File: config.mk
export PLATFORM = sky130hd
export DESIGN_NAME = ctg_clamp_timing
export DESIGN_NICKNAME = d
export VERILOG_FILES = /design/src/design/ctg_pkg.sv /design/src/design/ctg_clamp_timing.sv /design/src/design/ctg_serial_port.sv
export VERILOG_INCLUDE_DIRS = /design/src /design/src/design
export SDC_FILE = /design/constraint.sdc
export NUM_CORES = 1
export LEC_CHECK = 0
export BUFFER_PORTS_ARGS = -buffer_cell sky130_fd_sc_hd__buf_2
export CELL_PAD_IN_SITES_DETAIL_PLACEMENT = 1
export CELL_PAD_IN_SITES_GLOBAL_PLACEMENT = 1
export CORE_ASPECT_RATIO = 1.1
export CORE_MARGIN = 5
export CORE_UTILIZATION = 49
export DETAILED_ROUTE_END_ITERATION = 10
export PLACE_DENSITY = 0.78
export SLEW_MARGIN = 30
export SYNTH_ARGS = -nofsm -noshare
export SYNTH_HDL_FRONTEND = slang
export SYNTH_SLANG_ARGS = --single-unit
File: constraint.sdc
create_clock -name i_sys_clk -period 2.5 [get_ports i_sys_clk]
set_input_delay 0.5 -clock i_sys_clk [delete_from_list [all_inputs] [get_ports i_sys_clk]]
set_output_delay 0.5 -clock i_sys_clk [all_outputs]
set_load 0.03 [all_outputs]
File: src/design/ctg_consts.svh
`ifndef CTG_CONSTS_SVH
`define CTG_CONSTS_SVH

// Register offsets on the serial control port
`define CTG_REG_CTRL     8'h18
`define CTG_REG_DELAY    8'h19
`define CTG_REG_LEN      8'h1a

// Control register fields
`define CTG_SRC_BIT      4
`define CTG_POL_LSB      6
`define CTG_POL_MSB      7

// Reset values
`define CTG_CTRL_RST     8'h00
`define CTG_DELAY_RST    8'h04
`define CTG_LEN_RST      8'h28

// Black code and read value of unmapped offsets
`define CTG_BLACK        8'h00
`define CTG_RD_UNMAPPED  8'h00

// Serial port: device address is arbitrary
`define CTG_DEV_ADDR     7'h2a
`define CTG_BYTE_BITS    4'h8
`define CTG_MACK_BIT     4'h9

`endif

File: src/design/ctg_pkg.sv
package ctg_pkg;

    typedef enum logic [2:0] {
        CTG_IDLE  = 3'b001,
        CTG_DELAY = 3'b010,
        CTG_CLAMP = 3'b100
    } ctg_win_state_t;

    typedef enum logic [4:0] {
        CTG_S_IDLE = 5'b00001,
        CTG_S_RECV = 5'b00010,
        CTG_S_ACK  = 5'b00100,
        CTG_S_SEND = 5'b01000,
        CTG_S_MACK = 5'b10000
    } ctg_ser_state_t;

    typedef enum logic [2:0] {
        CTG_K_DEV  = 3'b001,
        CTG_K_PTR  = 3'b010,
        CTG_K_DATA = 3'b100
    } ctg_rx_kind_t;

    typedef struct packed {
        ctg_ser_state_t state;
        ctg_rx_kind_t   kind;
        logic           scl_prev;
        logic           sda_prev;
        logic [3:0]     cnt;
        logic [7:0]     sh;
        logic           rw;
        logic [7:0]     ptr;
        logic           sda_oe;
        logic           wr_stb;
        logic [7:0]     wr_addr;
        logic [7:0]     wr_data;
    } ctg_ser_t;

    typedef struct packed {
        ctg_win_state_t state;
        logic [7:0]     cnt;
        logic           hs_prev;
        logic [7:0]     ctrl;
        logic [7:0]     delay;
        logic [7:0]     len;
        logic [7:0]     offset;
        logic           clamp;
        logic [7:0]     pixel;
    } ctg_top_t;

endpackage

File: src/design/ctg_clamp_timing.sv
`timescale 1ns/1ps
`include "ctg_consts.svh"

module ctg_clamp_timing
    import ctg_pkg::*;
#(
    parameter logic [6:0] DEV_ADDR = `CTG_DEV_ADDR
)
(
    // Clock and reset
    input  wire logic       i_sys_clk,
    input  wire logic       i_resetn,
    // Two-wire serial control port
    input  wire logic       i_scl,
    input  wire logic       i_sda_in,
    output logic            o_sda_out,
    output logic            o_sda_oe,
    // Video timing
    input  wire logic       i_hsync,
    input  wire logic       i_clamp_pin,
    // Converter data
    input  wire logic [7:0] i_adc_raw,
    output logic [7:0]      o_pixel,
    output logic [7:0]      o_clamp_offset,
    output logic            o_clamp
);

    ctg_top_t   r;
    ctg_top_t   n;
    logic       wr_stb;
    logic [7:0] wr_addr;
    logic [7:0] wr_data;
    logic [7:0] rd_addr;
    logic [7:0] rd_data;
    logic       trail;
    logic       ext_act;
    logic       win_int;
    logic       win;

    function automatic logic [7:0] read_reg(
        input logic [7:0] addr,
        input logic [7:0] ctrl,
        input logic [7:0] delay,
        input logic [7:0] len
    );
        case (addr)
            `CTG_REG_CTRL:  read_reg = ctrl;
            `CTG_REG_DELAY: read_reg = delay;
            `CTG_REG_LEN:   read_reg = len;
            default:        read_reg = `CTG_RD_UNMAPPED;
        endcase
    endfunction

    ctg_serial_port #(
        .DEV_ADDR (DEV_ADDR)
    ) u_port (
        .i_sys_clk (i_sys_clk),
        .i_resetn  (i_resetn),
        .i_scl     (i_scl),
        .i_sda_in  (i_sda_in),
        .o_sda_out (o_sda_out),
        .o_sda_oe  (o_sda_oe),
        .o_wr_stb  (wr_stb),
        .o_wr_addr (wr_addr),
        .o_wr_data (wr_data),
        .o_rd_addr (rd_addr),
        .i_rd_data (rd_data)
    );

    assign rd_data = read_reg(rd_addr, r.ctrl, r.delay, r.len);

    always_comb
    begin
        n         = r;
        n.hs_prev = i_hsync;
        trail     = r.hs_prev & ~i_hsync;
        if (wr_stb)
        begin
            case (wr_addr)
                `CTG_REG_CTRL:  n.ctrl  = wr_data;
                `CTG_REG_DELAY: n.delay = wr_data;
                `CTG_REG_LEN:   n.len   = wr_data;
                default:
                begin
                end
            endcase
        end
        // A new trailing edge restarts the window from scratch
        if (trail)
        begin
            if (r.delay != 8'h00)
            begin
                n.state = CTG_DELAY;
                n.cnt   = r.delay;
            end
            else if (r.len != 8'h00)
            begin
                n.state = CTG_CLAMP;
                n.cnt   = r.len;
            end
            else
                n.state = CTG_IDLE;
        end
        else
        begin
            unique case (r.state)
                CTG_IDLE:
                begin
                end
                CTG_DELAY:
                begin
                    if (r.cnt == 8'h01)
                    begin
                        // Zero duration means no window at all
                        n.state = (r.len != 8'h00) ? CTG_CLAMP : CTG_IDLE;
                        n.cnt   = r.len;
                    end
                    else
                        n.cnt = 8'(r.cnt - 8'h01);
                end
                CTG_CLAMP:
                begin
                    if (r.cnt == 8'h01)
                        n.state = CTG_IDLE;
                    else
                        n.cnt = 8'(r.cnt - 8'h01);
                end
            endcase
        end
        ext_act = i_clamp_pin ^ r.ctrl[`CTG_POL_LSB];
        win_int = (r.state == CTG_CLAMP);
        win     = r.ctrl[`CTG_SRC_BIT] ? ext_act : win_int;
        n.clamp = win;
        // Offset follows black only inside the window, then holds
        if (win)
        begin
            n.offset = i_adc_raw;
            n.pixel  = `CTG_BLACK;
        end
        else
            n.pixel = (i_adc_raw > r.offset) ? 8'(i_adc_raw - r.offset)
                                              : `CTG_BLACK;
    end

    always_ff @(posedge i_sys_clk or negedge i_resetn)
    begin
        if (!i_resetn)
        begin
            r       <= '0;
            r.state <= CTG_IDLE;
            r.ctrl  <= `CTG_CTRL_RST;
            r.delay <= `CTG_DELAY_RST;
            r.len   <= `CTG_LEN_RST;
        end
        else
            r <= n;
    end

    assign o_pixel        = r.pixel;
    assign o_clamp_offset = r.offset;
    assign o_clamp        = r.clamp;

    // Helper counters for the checks below
    logic [9:0] h_age;
    logic [7:0] h_delay;
    logic [8:0] h_run;
    logic [7:0] h_len;
    logic       h_enter;

    assign h_enter = (n.state == CTG_CLAMP) && (trail || !win_int);

    always_ff @(posedge i_sys_clk or negedge i_resetn)
    begin
        if (!i_resetn)
        begin
            h_age   <= 10'h000;
            h_delay <= 8'h00;
            h_run   <= 9'h000;
            h_len   <= 8'h00;
        end
        else
        begin
            if (trail)
            begin
                h_age   <= 10'h001;
                h_delay <= r.delay;
            end
            else if (h_age != 10'h3ff)
                h_age <= 10'(h_age + 10'h001);
            if (h_enter)
            begin
                h_run <= 9'h001;
                h_len <= n.cnt;
            end
            else if (n.state == CTG_CLAMP)
                h_run <= 9'(h_run + 9'h001);
            else
                h_run <= 9'h000;
        end
    end

    property p_src_ext;
        @(posedge i_sys_clk) disable iff (!i_resetn)
        r.ctrl[`CTG_SRC_BIT] && !r.ctrl[`CTG_POL_LSB] && i_clamp_pin
            |=> o_clamp;
    endproperty
    a_src_ext: assert property (p_src_ext)
        else $error("pin clamp not followed");

    property p_pol_low;
        @(posedge i_sys_clk) disable iff (!i_resetn)
        r.ctrl[`CTG_SRC_BIT] && r.ctrl[`CTG_POL_LSB] && !i_clamp_pin
            |=> o_clamp;
    endproperty
    a_pol_low: assert property (p_pol_low)
        else $error("inverted pin polarity not honoured");

    property p_start;
        @(posedge i_sys_clk) disable iff (!i_resetn)
        $rose(win_int) |-> h_age == 10'({2'b00, h_delay} + 10'h001);
    endproperty
    a_start: assert property (p_start)
        else $error("window started at wrong pixel");

    property p_length;
        @(posedge i_sys_clk) disable iff (!i_resetn)
        $fell(win_int) && !$past(trail)
            |-> $past(h_run) == {1'b0, $past(h_len)};
    endproperty
    a_length: assert property (p_length)
        else $error("window length wrong");

    property p_count_range;
        @(posedge i_sys_clk) disable iff (!i_resetn)
        r.state == CTG_DELAY |-> r.cnt != 8'h00 && r.cnt <= h_delay;
    endproperty
    a_count_range: assert property (p_count_range)
        else $error("delay counter out of range");

    property p_black;
        @(posedge i_sys_clk) disable iff (!i_resetn)
        $past(win) && !win && i_adc_raw == $past(i_adc_raw)
            |=> o_pixel == `CTG_BLACK;
    endproperty
    a_black: assert property (p_black)
        else $error("black level not zero after clamp");

    property p_wr_delay;
        @(posedge i_sys_clk) disable iff (!i_resetn)
        wr_stb && wr_addr == `CTG_REG_DELAY |=> r.delay == $past(wr_data);
    endproperty
    a_wr_delay: assert property (p_wr_delay)
        else $error("serial write to delay lost");

    property p_src_int;
        @(posedge i_sys_clk) disable iff (!i_resetn)
        !r.ctrl[`CTG_SRC_BIT] && !win_int |=> !o_clamp;
    endproperty
    a_src_int: assert property (p_src_int)
        else $error("pin leaked through with internal source");

endmodule

File: src/design/ctg_serial_port.sv
`timescale 1ns/1ps
`include "ctg_consts.svh"

module ctg_serial_port
    import ctg_pkg::*;
#(
    parameter logic [6:0] DEV_ADDR = `CTG_DEV_ADDR
)
(
    // Clock and reset
    input  wire logic       i_sys_clk,
    input  wire logic       i_resetn,
    // Two-wire pins
    input  wire logic       i_scl,
    input  wire logic       i_sda_in,
    output logic            o_sda_out,
    output logic            o_sda_oe,
    // Register access
    output logic            o_wr_stb,
    output logic [7:0]      o_wr_addr,
    output logic [7:0]      o_wr_data,
    output logic [7:0]      o_rd_addr,
    input  wire logic [7:0] i_rd_data
);

    ctg_ser_t r;
    ctg_ser_t n;
    logic     scl_rise;
    logic     scl_fall;
    logic     start;
    logic     stop;

    always_comb
    begin
        n          = r;
        n.scl_prev = i_scl;
        n.sda_prev = i_sda_in;
        n.wr_stb   = 1'b0;
        scl_rise   = ~r.scl_prev & i_scl;
        scl_fall   = r.scl_prev & ~i_scl;
        start      = r.scl_prev & i_scl & r.sda_prev & ~i_sda_in;
        stop       = r.scl_prev & i_scl & ~r.sda_prev & i_sda_in;
        if (start)
        begin
            n.state  = CTG_S_RECV;
            n.kind   = CTG_K_DEV;
            n.cnt    = 4'h0;
            n.sda_oe = 1'b0;
        end
        else if (stop)
        begin
            n.state  = CTG_S_IDLE;
            n.sda_oe = 1'b0;
        end
        else
        begin
            unique case (r.state)
                CTG_S_IDLE:
                begin
                end
                CTG_S_RECV:
                begin
                    if (scl_rise)
                    begin
                        n.sh  = {r.sh[6:0], i_sda_in};
                        n.cnt = 4'(r.cnt + 4'h1);
                    end
                    else if (scl_fall && r.cnt == `CTG_BYTE_BITS)
                    begin
                        n.cnt = 4'h0;
                        if (r.kind == CTG_K_DEV)
                        begin
                            // Other addresses stay silent until next start
                            if (r.sh[7:1] == DEV_ADDR)
                            begin
                                n.rw     = r.sh[0];
                                n.state  = CTG_S_ACK;
                                n.sda_oe = 1'b1;
                            end
                            else
                                n.state = CTG_S_IDLE;
                        end
                        else
                        begin
                            n.state  = CTG_S_ACK;
                            n.sda_oe = 1'b1;
                            if (r.kind == CTG_K_PTR)
                                n.ptr = r.sh;
                            else
                            begin
                                n.wr_stb  = 1'b1;
                                n.wr_addr = r.ptr;
                                n.wr_data = r.sh;
                                n.ptr     = 8'(r.ptr + 8'h01);
                            end
                        end
                    end
                end
                CTG_S_ACK:
                begin
                    if (scl_fall)
                    begin
                        if (r.kind == CTG_K_DEV && r.rw)
                        begin
                            n.state  = CTG_S_SEND;
                            n.sh     = i_rd_data;
                            n.sda_oe = ~i_rd_data[7];
                            n.ptr    = 8'(r.ptr + 8'h01);
                            n.cnt    = 4'h0;
                        end
                        else
                        begin
                            n.state  = CTG_S_RECV;
                            n.sda_oe = 1'b0;
                            n.kind   = (r.kind == CTG_K_DEV) ? CTG_K_PTR
                                                             : CTG_K_DATA;
                        end
                    end
                end
                CTG_S_SEND:
                begin
                    if (scl_rise)
                        n.cnt = 4'(r.cnt + 4'h1);
                    else if (scl_fall)
                    begin
                        if (r.cnt == `CTG_BYTE_BITS)
                        begin
                            n.sda_oe = 1'b0;
                            n.state  = CTG_S_MACK;
                        end
                        else
                        begin
                            n.sh     = {r.sh[6:0], 1'b0};
                            n.sda_oe = ~r.sh[6];
                        end
                    end
                end
                CTG_S_MACK:
                begin
                    // A not-acknowledge from the master ends the read
                    if (scl_rise)
                    begin
                        if (i_sda_in)
                            n.state = CTG_S_IDLE;
                        else
                            n.cnt = `CTG_MACK_BIT;
                    end
                    else if (scl_fall && r.cnt == `CTG_MACK_BIT)
                    begin
                        n.state  = CTG_S_SEND;
                        n.sh     = i_rd_data;
                        n.sda_oe = ~i_rd_data[7];
                        n.ptr    = 8'(r.ptr + 8'h01);
                        n.cnt    = 4'h0;
                    end
                end
            endcase
        end
    end

    always_ff @(posedge i_sys_clk or negedge i_resetn)
    begin
        if (!i_resetn)
        begin
            r          <= '0;
            r.state    <= CTG_S_IDLE;
            r.kind     <= CTG_K_DEV;
            r.scl_prev <= 1'b1;
            r.sda_prev <= 1'b1;
        end
        else
            r <= n;
    end

    // Open drain: only ever pulls low
    assign o_sda_out = 1'b0;
    assign o_sda_oe  = r.sda_oe;
    assign o_wr_stb  = r.wr_stb;
    assign o_wr_addr = r.wr_addr;
    assign o_wr_data = r.wr_data;
    assign o_rd_addr = r.ptr;

endmodule

==> run summary, run 1 <==
Chip height: 123.7 µm
Number of synthesized flops with an enable pin: 0
Synthesized-area fraction occupied by and/or/nand/nor cells: 17.02%
Status: completed
Setup TNS: 0 ns
Main synth FF type: dfrtp_1
Total GRT Usage: 23.39%
HP Class: primary input to asynchronous set/reset pin
Commonest non-fill, non-tap cell in the layout: dfrtp_1
CTS Buf Count: 9
Port bufs: 31
Minimum clock period: 2.392 ns
Crit path kind: flop to flop
Startpoint class of the critical path: flop
Design area: 0.006506 mm²
Post-synth net total: 588
Relative slew slack: 43.39%
DRC: 0
Setup bufs post-CTS: 0
Initial Util: 50.10%
Total core area: 0.01149 mm²
Final Slew Violations: 0
Post-synthesis mux area share: 13.56%
Max Cap Violations: 0
Initial antenna violation count: 0
Commonest cells after routing, fill and taps aside: dfrtp_1 (94), mux2_2 (45), nor2_1 (40)
# rows: 41
# hold bufs at CTS: 0
Crit path capture type: flop
GPL Wtd Cong: 0.9096
Hold violation count in the final report: 0
Mapped Area: 0.005757 mm²
HPWL Detailed: 11.52 mm
Routed Antenna Nets: 0
NumNets Final: 628
Die Area: 0.01402 mm²
Max FO, Critical Path: 9
Largest net degree at the start of global routing: 52
DRT Wirelength: 15.39 mm
Period utilisation layout: 95.67%
Critical Path RT: 2.71 ns
Pwr dens: 804.2 mW/mm²
Chip width: 113.3 µm
Clk root buf: clkbuf_16
Worst EP arrival: 2.61 ns
Register area share after synthesis: 44.51%
Drt first pass iters: 4
First-pass GRT wire length: 25.75 mm
Area delta synth->final: 13.02%
Hold WS: 0.07167 ns
Vias/cell: 5.932
Clk sinks: 102
Largest family of logic cells by synthesized area: simple AND/OR/NAND/NOR gates
RSZ-0062 raised after global routing: true
Vias post-DR: 4455
Layout cell share with drive strength beyond 1: 23.96%
Mean Syn Cell Area: 10.35 µm²
Gr ovfl total: 0
Ys async rst share: 100.0%
VDD IR-drop max: 0.0004380 V
Clock Skew: 0.008853 ns
Fillers: 1276
Warnings from Yosys: 0
Clk slew on worst S/H paths: 0.07 ns
Post-synth cell types: 72
FMAX: 0.4181 GHz
Final setup vio count: 0
Post-Synth XOR/XNOR Area: 2.282%
Clk Latency, worst-skew pair: 0.36 ns
Leak: 3.030 nW
Worst-Margin Slew: 0.8359 ns
Gate Count Post-Synth: 556
Worst-case clock buffer depth: 2
Post-synthesis adder-cell area fraction: 4.043%
Ant. Diodes: 0
DRT iter0 DRCs: 191
Synth Area in Compound Gates: 13.26%
CTS resizes: 0
Yosys reg bits: 102
Drt wl/cell: 20.49 µm
H-Tree Depth: 3
CTS tree: done
Vias in the first global route: 5001
I/O pins: 33
Util after Layout: 56.62%
Placed cell areas: 0.006163 mm²
metal layers:
layer	up-vias	wire length, µm	global-route usage, %
met4	0	371	10.52
met5	-	0	0
met3	29	490	2.575
met2	85	8430	44.89
li1	2074	-	-
met1	2267	6098	25.97
flip-flops by register name, indices dropped and copies added, names as in the netlist:
| register | cells |
|---|---|
| u_port.o_sda_oe | 1 |
| r | 36 |
| o_clamp_offset | 8 |
| u_port.o_wr_data | 8 |
| u_port.o_rd_addr | 8 |
| u_port.r | 23 |
| u_port.o_wr_stb | 1 |
| o_clamp | 1 |
| u_port.o_wr_addr | 8 |
| o_pixel | 8 |
final cells by class:
cell class / instances / area [µm²] / area share, %
Multi-Input combinational cell: 395 / 2910 / 44.73
Sequential cell: 102 / 2562 / 39.38
Timing Repair Buffer: 61 / 420.4 / 6.462
Clock buffer: 10 / 239.0 / 3.673
Tap cell: 150 / 187.7 / 2.885
Inverter: 27 / 101.3 / 1.558
Clock inverter: 6 / 85.08 / 1.308
critical path, cell delays in order (launching register included):
cell and delay [ns]:
dfrtp_1 0.43, or4_4 0.57, nor4b_4 0.35, and2b_2 0.30
nor2_1 0.09, a222oi_1 0.38, mux2i_1 0.15
cells in the mapped netlist (4+ instances only):
library cell,number,share of area [%]
dfrtp_1,94,41
mux2_2,45,8.8
nor2_1,40,2.6
nand2_1,37,2.4
inv_1,27,1.8
o21ai_0,24,2.1
a21oi_1,23,2.0
buf_4,19,2.5
mux2_1,19,3.7
ha_1,17,3.7
nor3_1,15,1.3
o21ai_1,13,1.1
xnor2_1,13,2.0
a211oi_1,10,1.3
and3_1,10,1.1
nor2b_1,10,1.1
clkbuf_1,9,0.59
dfstp_2,8,3.7
nand3_1,8,0.70
a221oi_1,7,1.1
nand2b_1,7,0.76
mux2i_1,6,1.0
nor3b_1,5,0.65
nor4_1,5,0.54
o31ai_1,5,0.65
or3_1,5,0.54
a31oi_1,4,0.43
and2_1,4,0.43
through the flow:
step           std cells  setup WS [ns]  total power (W)
2_1_floorplan        556         0.3099         0.003137
3_3_place_gp         735         0.1709         0.003567
3_5_place_dp         735        0.02861         0.003684
4_1_cts              751        0.01593         0.005262
5_1_grt              751       -0.03082         0.005520
6_report             751         0.1082         0.005232
path summary, 6_finish.rpt:
check	slack [ns]	start	end	cells past startpoint
setup / recovery	0.11	r[46]	r[49]	6
hold / removal	0.07	i_resetn	o_pixel[5]	1
setup reg to reg	0.11	r[46]	r[49]	6
hold reg to reg	0.48	u_port.o_wr_addr[2]	u_port.o_wr_addr[2]	1
max in group asynchronous	1.72	i_resetn	r[22]	2
min in group i_sys_clk	0.26	i_scl	u_port.r[40]	1
cells by family (layout without fill, tap and decap cells):
family / after synthesis / after routing
other cells: 1 / 1
simple gates: 176 / 176
buf+inv: 59 / 104
flops: 102 / 102
mux: 70 / 70
fa+ha+maj: 18 / 18
xor+xnor: 15 / 15
compound gates: 115 / 115
power by group:
part	switching [W]	internal, W	leakage [nW]
Sequential	0.000282	0.00190	1.33
Clock	0.000642	0.000902	0.154
Combinational	0.000902	0.000607	1.55
Total	0.00183	0.00341	3.03
(Power assumes the default switching activity.)
==> run 2, diff against run 1 <==
--- a/config.mk
+++ b/config.mk
@@ -14,6 +14,7 @@
 export CORE_UTILIZATION = 49
 export DETAILED_ROUTE_END_ITERATION = 10
 export PLACE_DENSITY = 0.78
+export SKIP_LAST_GASP = 1
 export SLEW_MARGIN = 30
 export SYNTH_ARGS = -nofsm -noshare
 export SYNTH_HDL_FRONTEND = slang
==> constraint.sdc (replaced) <==
create_clock -name i_sys_clk -period 2.5 [get_ports i_sys_clk]
set_input_delay 0.375 -clock i_sys_clk [delete_from_list [all_inputs] [get_ports i_sys_clk]]
set_output_delay 0.375 -clock i_sys_clk [all_outputs]
set_load 0.03 [all_outputs]
==> run 2 against run 1 <==
  * The flow now finishes with violations (negative hold slack)
  * Via count down 0.92%
  * Worst setup slack better by 0.051 ns
  * Sequential share of layout area up 0.36 points
  * Flip-flop and latch count unchanged
  * Final cell count unchanged
  * Non-clock buffer count down 1
  * Utilization down 0.51 points
  * Total power down 4.1%
  * Global-route usage down 1.5 points
  * Wire length down 6.9%
  * Count of clock-buffer cells in the layout up 3
  * Sequential power about the same
==> run summary, run 2 (synthesis results as in run 1) <==
Status: finished with violations
Violated checks: negative hold slack
Port bufs: 31 (unchanged)
GR peak layer: met2
Relative slew slack: 35.69% (-7.7 points)
H-Tree Depth: 3 (unchanged)
Worst reg2reg setup slack: 0.16 ns (+0.05 ns)
Pwr dens: 777.9 mW/mm² (-3.3%)
Worst-case clock buffer depth: 2 (unchanged)
CTS Buf Count: 9 (unchanged)
Number of flip-flops in the largest register: 36 (unchanged)
Hold violation count in the final report: 3 (+3)
Crit path kind: flop to flop
Ant. Diodes: 0 (unchanged)
Vias/cell: 5.877 (-0.92%)
Routed Antenna Nets: 0 (unchanged)
CP Cell Sequence: or3_1, nor3b_4, and2_1, a21oi_1, o221ai_2, mux2_2
# rows: 41 (unchanged)
CP max stage delay: 0.51 ns (-0.06 ns)
Chip height: 123.7 µm (unchanged)
Met1 usage: 25.46% (-0.51 points)
Crit path capture type: flop
Clock Skew: 0.006408 ns (-0.002445 ns)
Vias post-DR: 4414 (-0.92%)
VDD IR-drop max: 0.0004141 V (-5.4%)
Hold WS: -0.002375 ns (-0.07405 ns)
Final setup vio count: 0 (unchanged)
Setup TNS: 0 ns (unchanged)
Met2 Resource Use GR: 41.37% (-3.5 points)
Area delta synth->final: 12.00%
RSZ-0062 raised after global routing: false
Initial antenna violation count: 0 (unchanged)
Fillers: 1299 (+1.8%)
I/O pins: 33 (unchanged)
Total core area: 0.01149 mm² (unchanged)
Layout cell share with drive strength beyond 1: 23.46% (-0.50 points)
Max FO, Critical Path: 7 (-2)
Largest net degree at the start of global routing: 47 (-9.6%)
FMAX: 0.4271 GHz (+2.2%)
Slack of the critical path: 0.1587 ns (+0.05058 ns)
CP max stage cell: or3_1
Largest registers: r (36), u_port.r (23)
Worst-Margin Slew: 0.9611 ns (+0.1253 ns)
Drt first pass iters: 5 (+1)
Minimum clock period: 2.341 ns (-0.05058 ns)
Clk root buf: clkbuf_16
Commonest cells after routing, fill and taps aside: dfrtp_1 (94), mux2_2 (45), nor2_1 (40)
Die Area: 0.01402 mm² (unchanged)
Crit path capture: u_port.r[47]
DRT Wirelength: 14.33 mm (-6.9%)
HPWL Detailed: 10.89 mm (-5.5%)
Max Cap Violations: 0 (unchanged)
GR Util met3: 3.256% (+0.68 points)
Total GRT Usage: 21.90% (-1.5 points)
Launch point of the worst path: u_port.r[45]
Leak: 3.005 nW (-0.81%)
Design area: 0.006447 mm² (-0.90%)
Clk sinks: 102 (unchanged)
DRC: 0 (unchanged)
Gr ovfl total: 0 (unchanged)
CTS tree: done
Storage cell area: 0.002562 mm² (unchanged)
Chip width: 113.3 µm (unchanged)
DRT iter0 DRCs: 186 (-2.6%)
Area of the multi-input gates: 0.002905 mm² (-0.17%)
Vias in the first global route: 4863 (-2.8%)
Pre-CTS setup slack: 0.09696 ns (+0.06835 ns)
Commonest non-fill, non-tap cell in the layout: dfrtp_1
Placed cell areas: 0.006116 mm² (-0.77%)
Worst EP arrival: 2.57 ns (-0.04 ns)
HP Class: primary input to asynchronous set/reset pin
Reg2reg path depth: 6 (unchanged)
Final Slew Violations: 0 (unchanged)
Period utilisation layout: 93.65% (-2.0 points)
Reg2Reg Launch Point: u_port.r[45]
Startpoint class of the critical path: flop
Critical Path RT: 2.73 ns (+0.02 ns)
GPL Wtd Cong: 0.8396 (-7.7%)
Initial Util: 50.10% (unchanged)
NumNets Final: 628 (unchanged)
First-pass GRT wire length: 24.59 mm (-4.5%)
RR Endpoint: u_port.r[47]
Drt wl/cell: 19.08 µm (-6.9%)
Util after Layout: 56.11% (-0.51 points)
Clk Latency, worst-skew pair: 0.34 ns (-0.02 ns)
Clk slew on worst S/H paths: 0.07 ns (about the same)
Biggest register: r
-- run 2: cell types whose count changed in the layout (fill, tap and decap cells not counted), sizes merged --
cell | before | now
buf | 61 | 60
bufinv | 2 | 1
clkbuf | 10 | 13
clkinv | 2 | 1
clkinvlp | 2 | 1
nor3b | 7 | 8
-- run 2: cell type report --
cell class	count	share of cell area, %
Clock buffer	13	4.036
Clock inverter	3	0.6598
Inverter	27	1.572
Multi-Input combinational cell	396	45.06
Sequential cell	102	39.74
Tap cell	150	2.911
Timing Repair Buffer	60	6.016
-- run 2: timing repair --
action                     in CTS  in global routing
setup endpoints to repair       0                  5
setup buffers                   0                  2
resized for setup               0                  1
hold buffers                    0                  0
-- run 2: worst max-delay path, delay by kind of cell (launching register included) --
kind,cells,cell delay (ns)
compound gates,2,0.39
mux,1,0.38
flops,1,0.44
simple gates,3,1.02
-- run 2: power by group --
part | total (W) | internal (W) | switching [W]
Clock | 0.00143 | 0.000831 | 0.000603
Sequential | 0.00219 | 0.00190 | 0.000297
Combinational | 0.00139 | 0.000553 | 0.000834
Total | 0.00502 | 0.00328 | 0.00173
-- run 2: worst min-delay path by stage --
stage	depth (start not counted)	start	slack [ns]	endpoint
after floorplan	0	i_resetn	0.08	o_clamp
after global placement	1	i_resetn	0.37	o_pixel[0]
after detailed placement	1	i_resetn	0.38	o_pixel[0]
after CTS	1	i_resetn	0.007	o_pixel[0]
after global routing	1	i_resetn	0.03	o_pixel[0]
final	1	i_resetn	-0.002	o_pixel[0]
-- run 2: stage by stage --
stage / total power, W / cells
floorplan: 0.003137 / 556
global placement: 0.003511 / 732
detailed placement: 0.003607 / 732
CTS: 0.005061 / 748
global route: 0.005328 / 751
finish: 0.005015 / 751
-- run 2: layer usage --
metal | part of all wire (%) | vias up
met2 | 54 | 69
li1 | - | 2084
met4 | 1.8 | 0
met5 | 0 | -
met3 | 2.2 | 20
met1 | 42 | 2241
==> run 3, diff against run 2 <==
--- a/config.mk
+++ b/config.mk
@@ -7,13 +7,11 @@
 export NUM_CORES = 1
 export LEC_CHECK = 0
 export BUFFER_PORTS_ARGS = -buffer_cell sky130_fd_sc_hd__buf_2
-export CELL_PAD_IN_SITES_DETAIL_PLACEMENT = 1
-export CELL_PAD_IN_SITES_GLOBAL_PLACEMENT = 1
 export CORE_ASPECT_RATIO = 1.1
 export CORE_MARGIN = 5
-export CORE_UTILIZATION = 49
+export CORE_UTILIZATION = 60
 export DETAILED_ROUTE_END_ITERATION = 10
-export PLACE_DENSITY = 0.78
+export PLACE_DENSITY = 0.77
 export SKIP_LAST_GASP = 1
 export SLEW_MARGIN = 30
 export SYNTH_ARGS = -nofsm -noshare
==> run 3 against run 2 <==
  * The flow now finishes without violations
  * Cell area is 2.8% lower
  * Sequential share of layout area is 1.1 points higher
  * Flip-flop and latch count stayed put
  * Critical path depth is 1 higher
  * Count of clock-buffer cells in the layout is 2 lower
  * Register-to-register slack worse by 0.07 ns
  * Hold slack better by 0.14 ns
  * Critical path type unchanged
  * Critical endpoint is now u_port.r[46]
  * Largest power group unchanged
==> run summary, run 3 (synthesis results as in run 1) <==
Status: completed
VDD IR-drop max: 0.0004381 V (+5.8%)
Initial antenna violation count: 0 (unchanged)
Vias in the first global route: 4310 (-11%)
# rows: 37 (-9.8%)
Reg2reg path depth: 7 (+1)
Max Cap Violations: 0 (unchanged)
Period utilisation layout: 96.58% (+2.9 points)
Biggest register: r
HPWL Detailed: 8.931 mm (-18%)
Commonest non-fill, non-tap cell in the layout: dfrtp_1
CP max stage delay: 0.47 ns (-0.04 ns)
Ant. Diodes: 0 (unchanged)
Die Area: 0.01166 mm² (-17%)
CP Cell Sequence: or3_1, nor3b_4, buf_4, a21oi_1, a31oi_1, o221ai_2, mux2_1
Largest net degree at the start of global routing: 45 (-4.3%)
Critical Path RT: 2.76 ns (+0.03 ns)
Clk sinks: 102 (unchanged)
Layout cell share with drive strength beyond 1: 22.09% (-1.4 points)
Total GRT Usage: 21.97% (+0.065 points)
Power Total: 0.004626 W (-7.8%)
I/O pins: 33 (unchanged)
Vias post-DR: 4329 (-1.9%)
CP max stage cell: or3_1
Max FO, Critical Path: 7 (unchanged)
CTS resizes: 0 (unchanged)
Area delta synth->final: 8.889%
Final Slew Violations: 0 (unchanged)
Chip width: 103.4 µm (-8.8%)
Minimum clock period: 2.415 ns (+0.07328 ns)
Clk Latency, worst-skew pair: 0.37 ns (+0.03 ns)
Util after Layout: 67.03% (+11 points)
H-Tree Depth: 3 (unchanged)
Pwr dens: 738.0 mW/mm² (-5.1%)
GPL Wtd Cong: 0.9469 (+13%)
Commonest cells after routing, fill and taps aside: dfrtp_1 (94), mux2_2 (45), nor2_1 (40)
Post-route insts no fill: 710 (-5.5%)
Crit path kind: flop to flop
Initial Util: 61.56% (+11 points)
Drt wl/cell: 17.00 µm (-11%)
DRC: 0 (unchanged)
Worst-Margin Slew: 0.9662 ns (+0.005021 ns)
Chip height: 112.7 µm (-8.9%)
DRT iter0 DRCs: 278 (+49%)
Total core area: 0.009351 mm² (-19%)
Vias/cell: 6.097 (+3.7%)
Top delay family on crit path: simple AND/OR/NAND/NOR gates
CTS tree: done
Clk root buf: clkbuf_8
Hold WS: 0.1344 ns (+0.1368 ns)
Startpoint class of the critical path: flop
Critical path depth: 7 (+1)
NumNets Final: 620 (-1.3%)
Clock Skew: 0.01469 ns (+0.008280 ns)
Port bufs: 31 (unchanged)
Worst EP arrival: 2.67 ns (+0.10 ns)
Relative slew slack: 35.35% (-0.34 points)
HP Class: primary input to flop
Crit path capture type: flop
Hold depth: 1
Clk slew on worst S/H paths: 0.09 ns (+0.02 ns)
CTS Buf Count: 9 (unchanged)
Largest registers: r (36), u_port.r (23)
FMAX: 0.4142 GHz (-3.0%)
Hold violation count in the final report: 0 (-3)
Leak: 2.932 nW (-2.4%)
Placed instance count: 690 (-5.7%)
DRT Wirelength: 12.07 mm (-16%)
Drt first pass iters: 7 (+2)
Gr ovfl total: 0 (unchanged)
Routed Antenna Nets: 0 (unchanged)
Final setup vio count: 0 (unchanged)
WP buf/inv: 1 (+1)
Number of flip-flops in the largest register: 36 (unchanged)
First-pass GRT wire length: 20.57 mm (-16%)
Worst-case clock buffer depth: 2 (unchanged)
-- run 3: metal layers --
metal,GRT usage (%),part of all wire [%],vias up
met1,27.79,42,2103
met3,2.774,3.9,39
met5,0,0,-
met4,9.413,2.9,0
li1,-,-,2063
met2,37.29,51,124
-- run 3: final cells by class --
| cell class | instances | area [µm²] |
|---|---|---|
| Fill cell | 721 | 3083 |
| Multi-Input combinational cell | 395 | 2892 |
| Sequential cell | 102 | 2562 |
| Timing Repair Buffer | 53 | 350.3 |
| Tap cell | 117 | 146.4 |
| Clock buffer | 11 | 131.4 |
| Inverter | 27 | 101.3 |
| Clock inverter | 5 | 85.08 |
-- run 3: power by group --
part           internal [W]  switching (W)  total (W)
sequential          0.00190       0.000284    0.00218
clock              0.000568       0.000563    0.00113
combinational      0.000541       0.000775    0.00132
total               0.00301        0.00162    0.00463
-- run 3: metrics by stage --
stage / instance area, µm² / TNS [ns] / setup WS [ns]
after CTS: 6246 / 0 / 0.1068
after global placement: 6020 / 0 / 0.1777
final: 6269 / 0 / 0.08545
after global routing: 6269 / -0.01424 / -0.01424
after floorplan: 5757 / 0 / 0.3099
after detailed placement: 6020 / 0 / 0.1256
-- run 3: path summary, 6_finish.rpt --
check | from | slack [ns] | end
worst max register to register | u_port.r[45] | 0.09 | u_port.r[46]
max in group asynchronous | i_resetn | 1.22 | u_port.r[44]
min in group asynchronous | i_resetn | 0.53 | o_pixel[3]
worst max-delay path | u_port.r[45] | 0.09 | u_port.r[46]
worst min-delay path | i_hsync | 0.13 | r[41]
worst min register to register | u_port.o_wr_addr[2] | 0.49 | u_port.o_wr_addr[2]
-- run 3: timing repair --
item	in CTS	in global routing
setup buffers	0	3
hold buffers	1	0
endpoints found under the setup margin	0	3
hold endpoints to repair	9	0
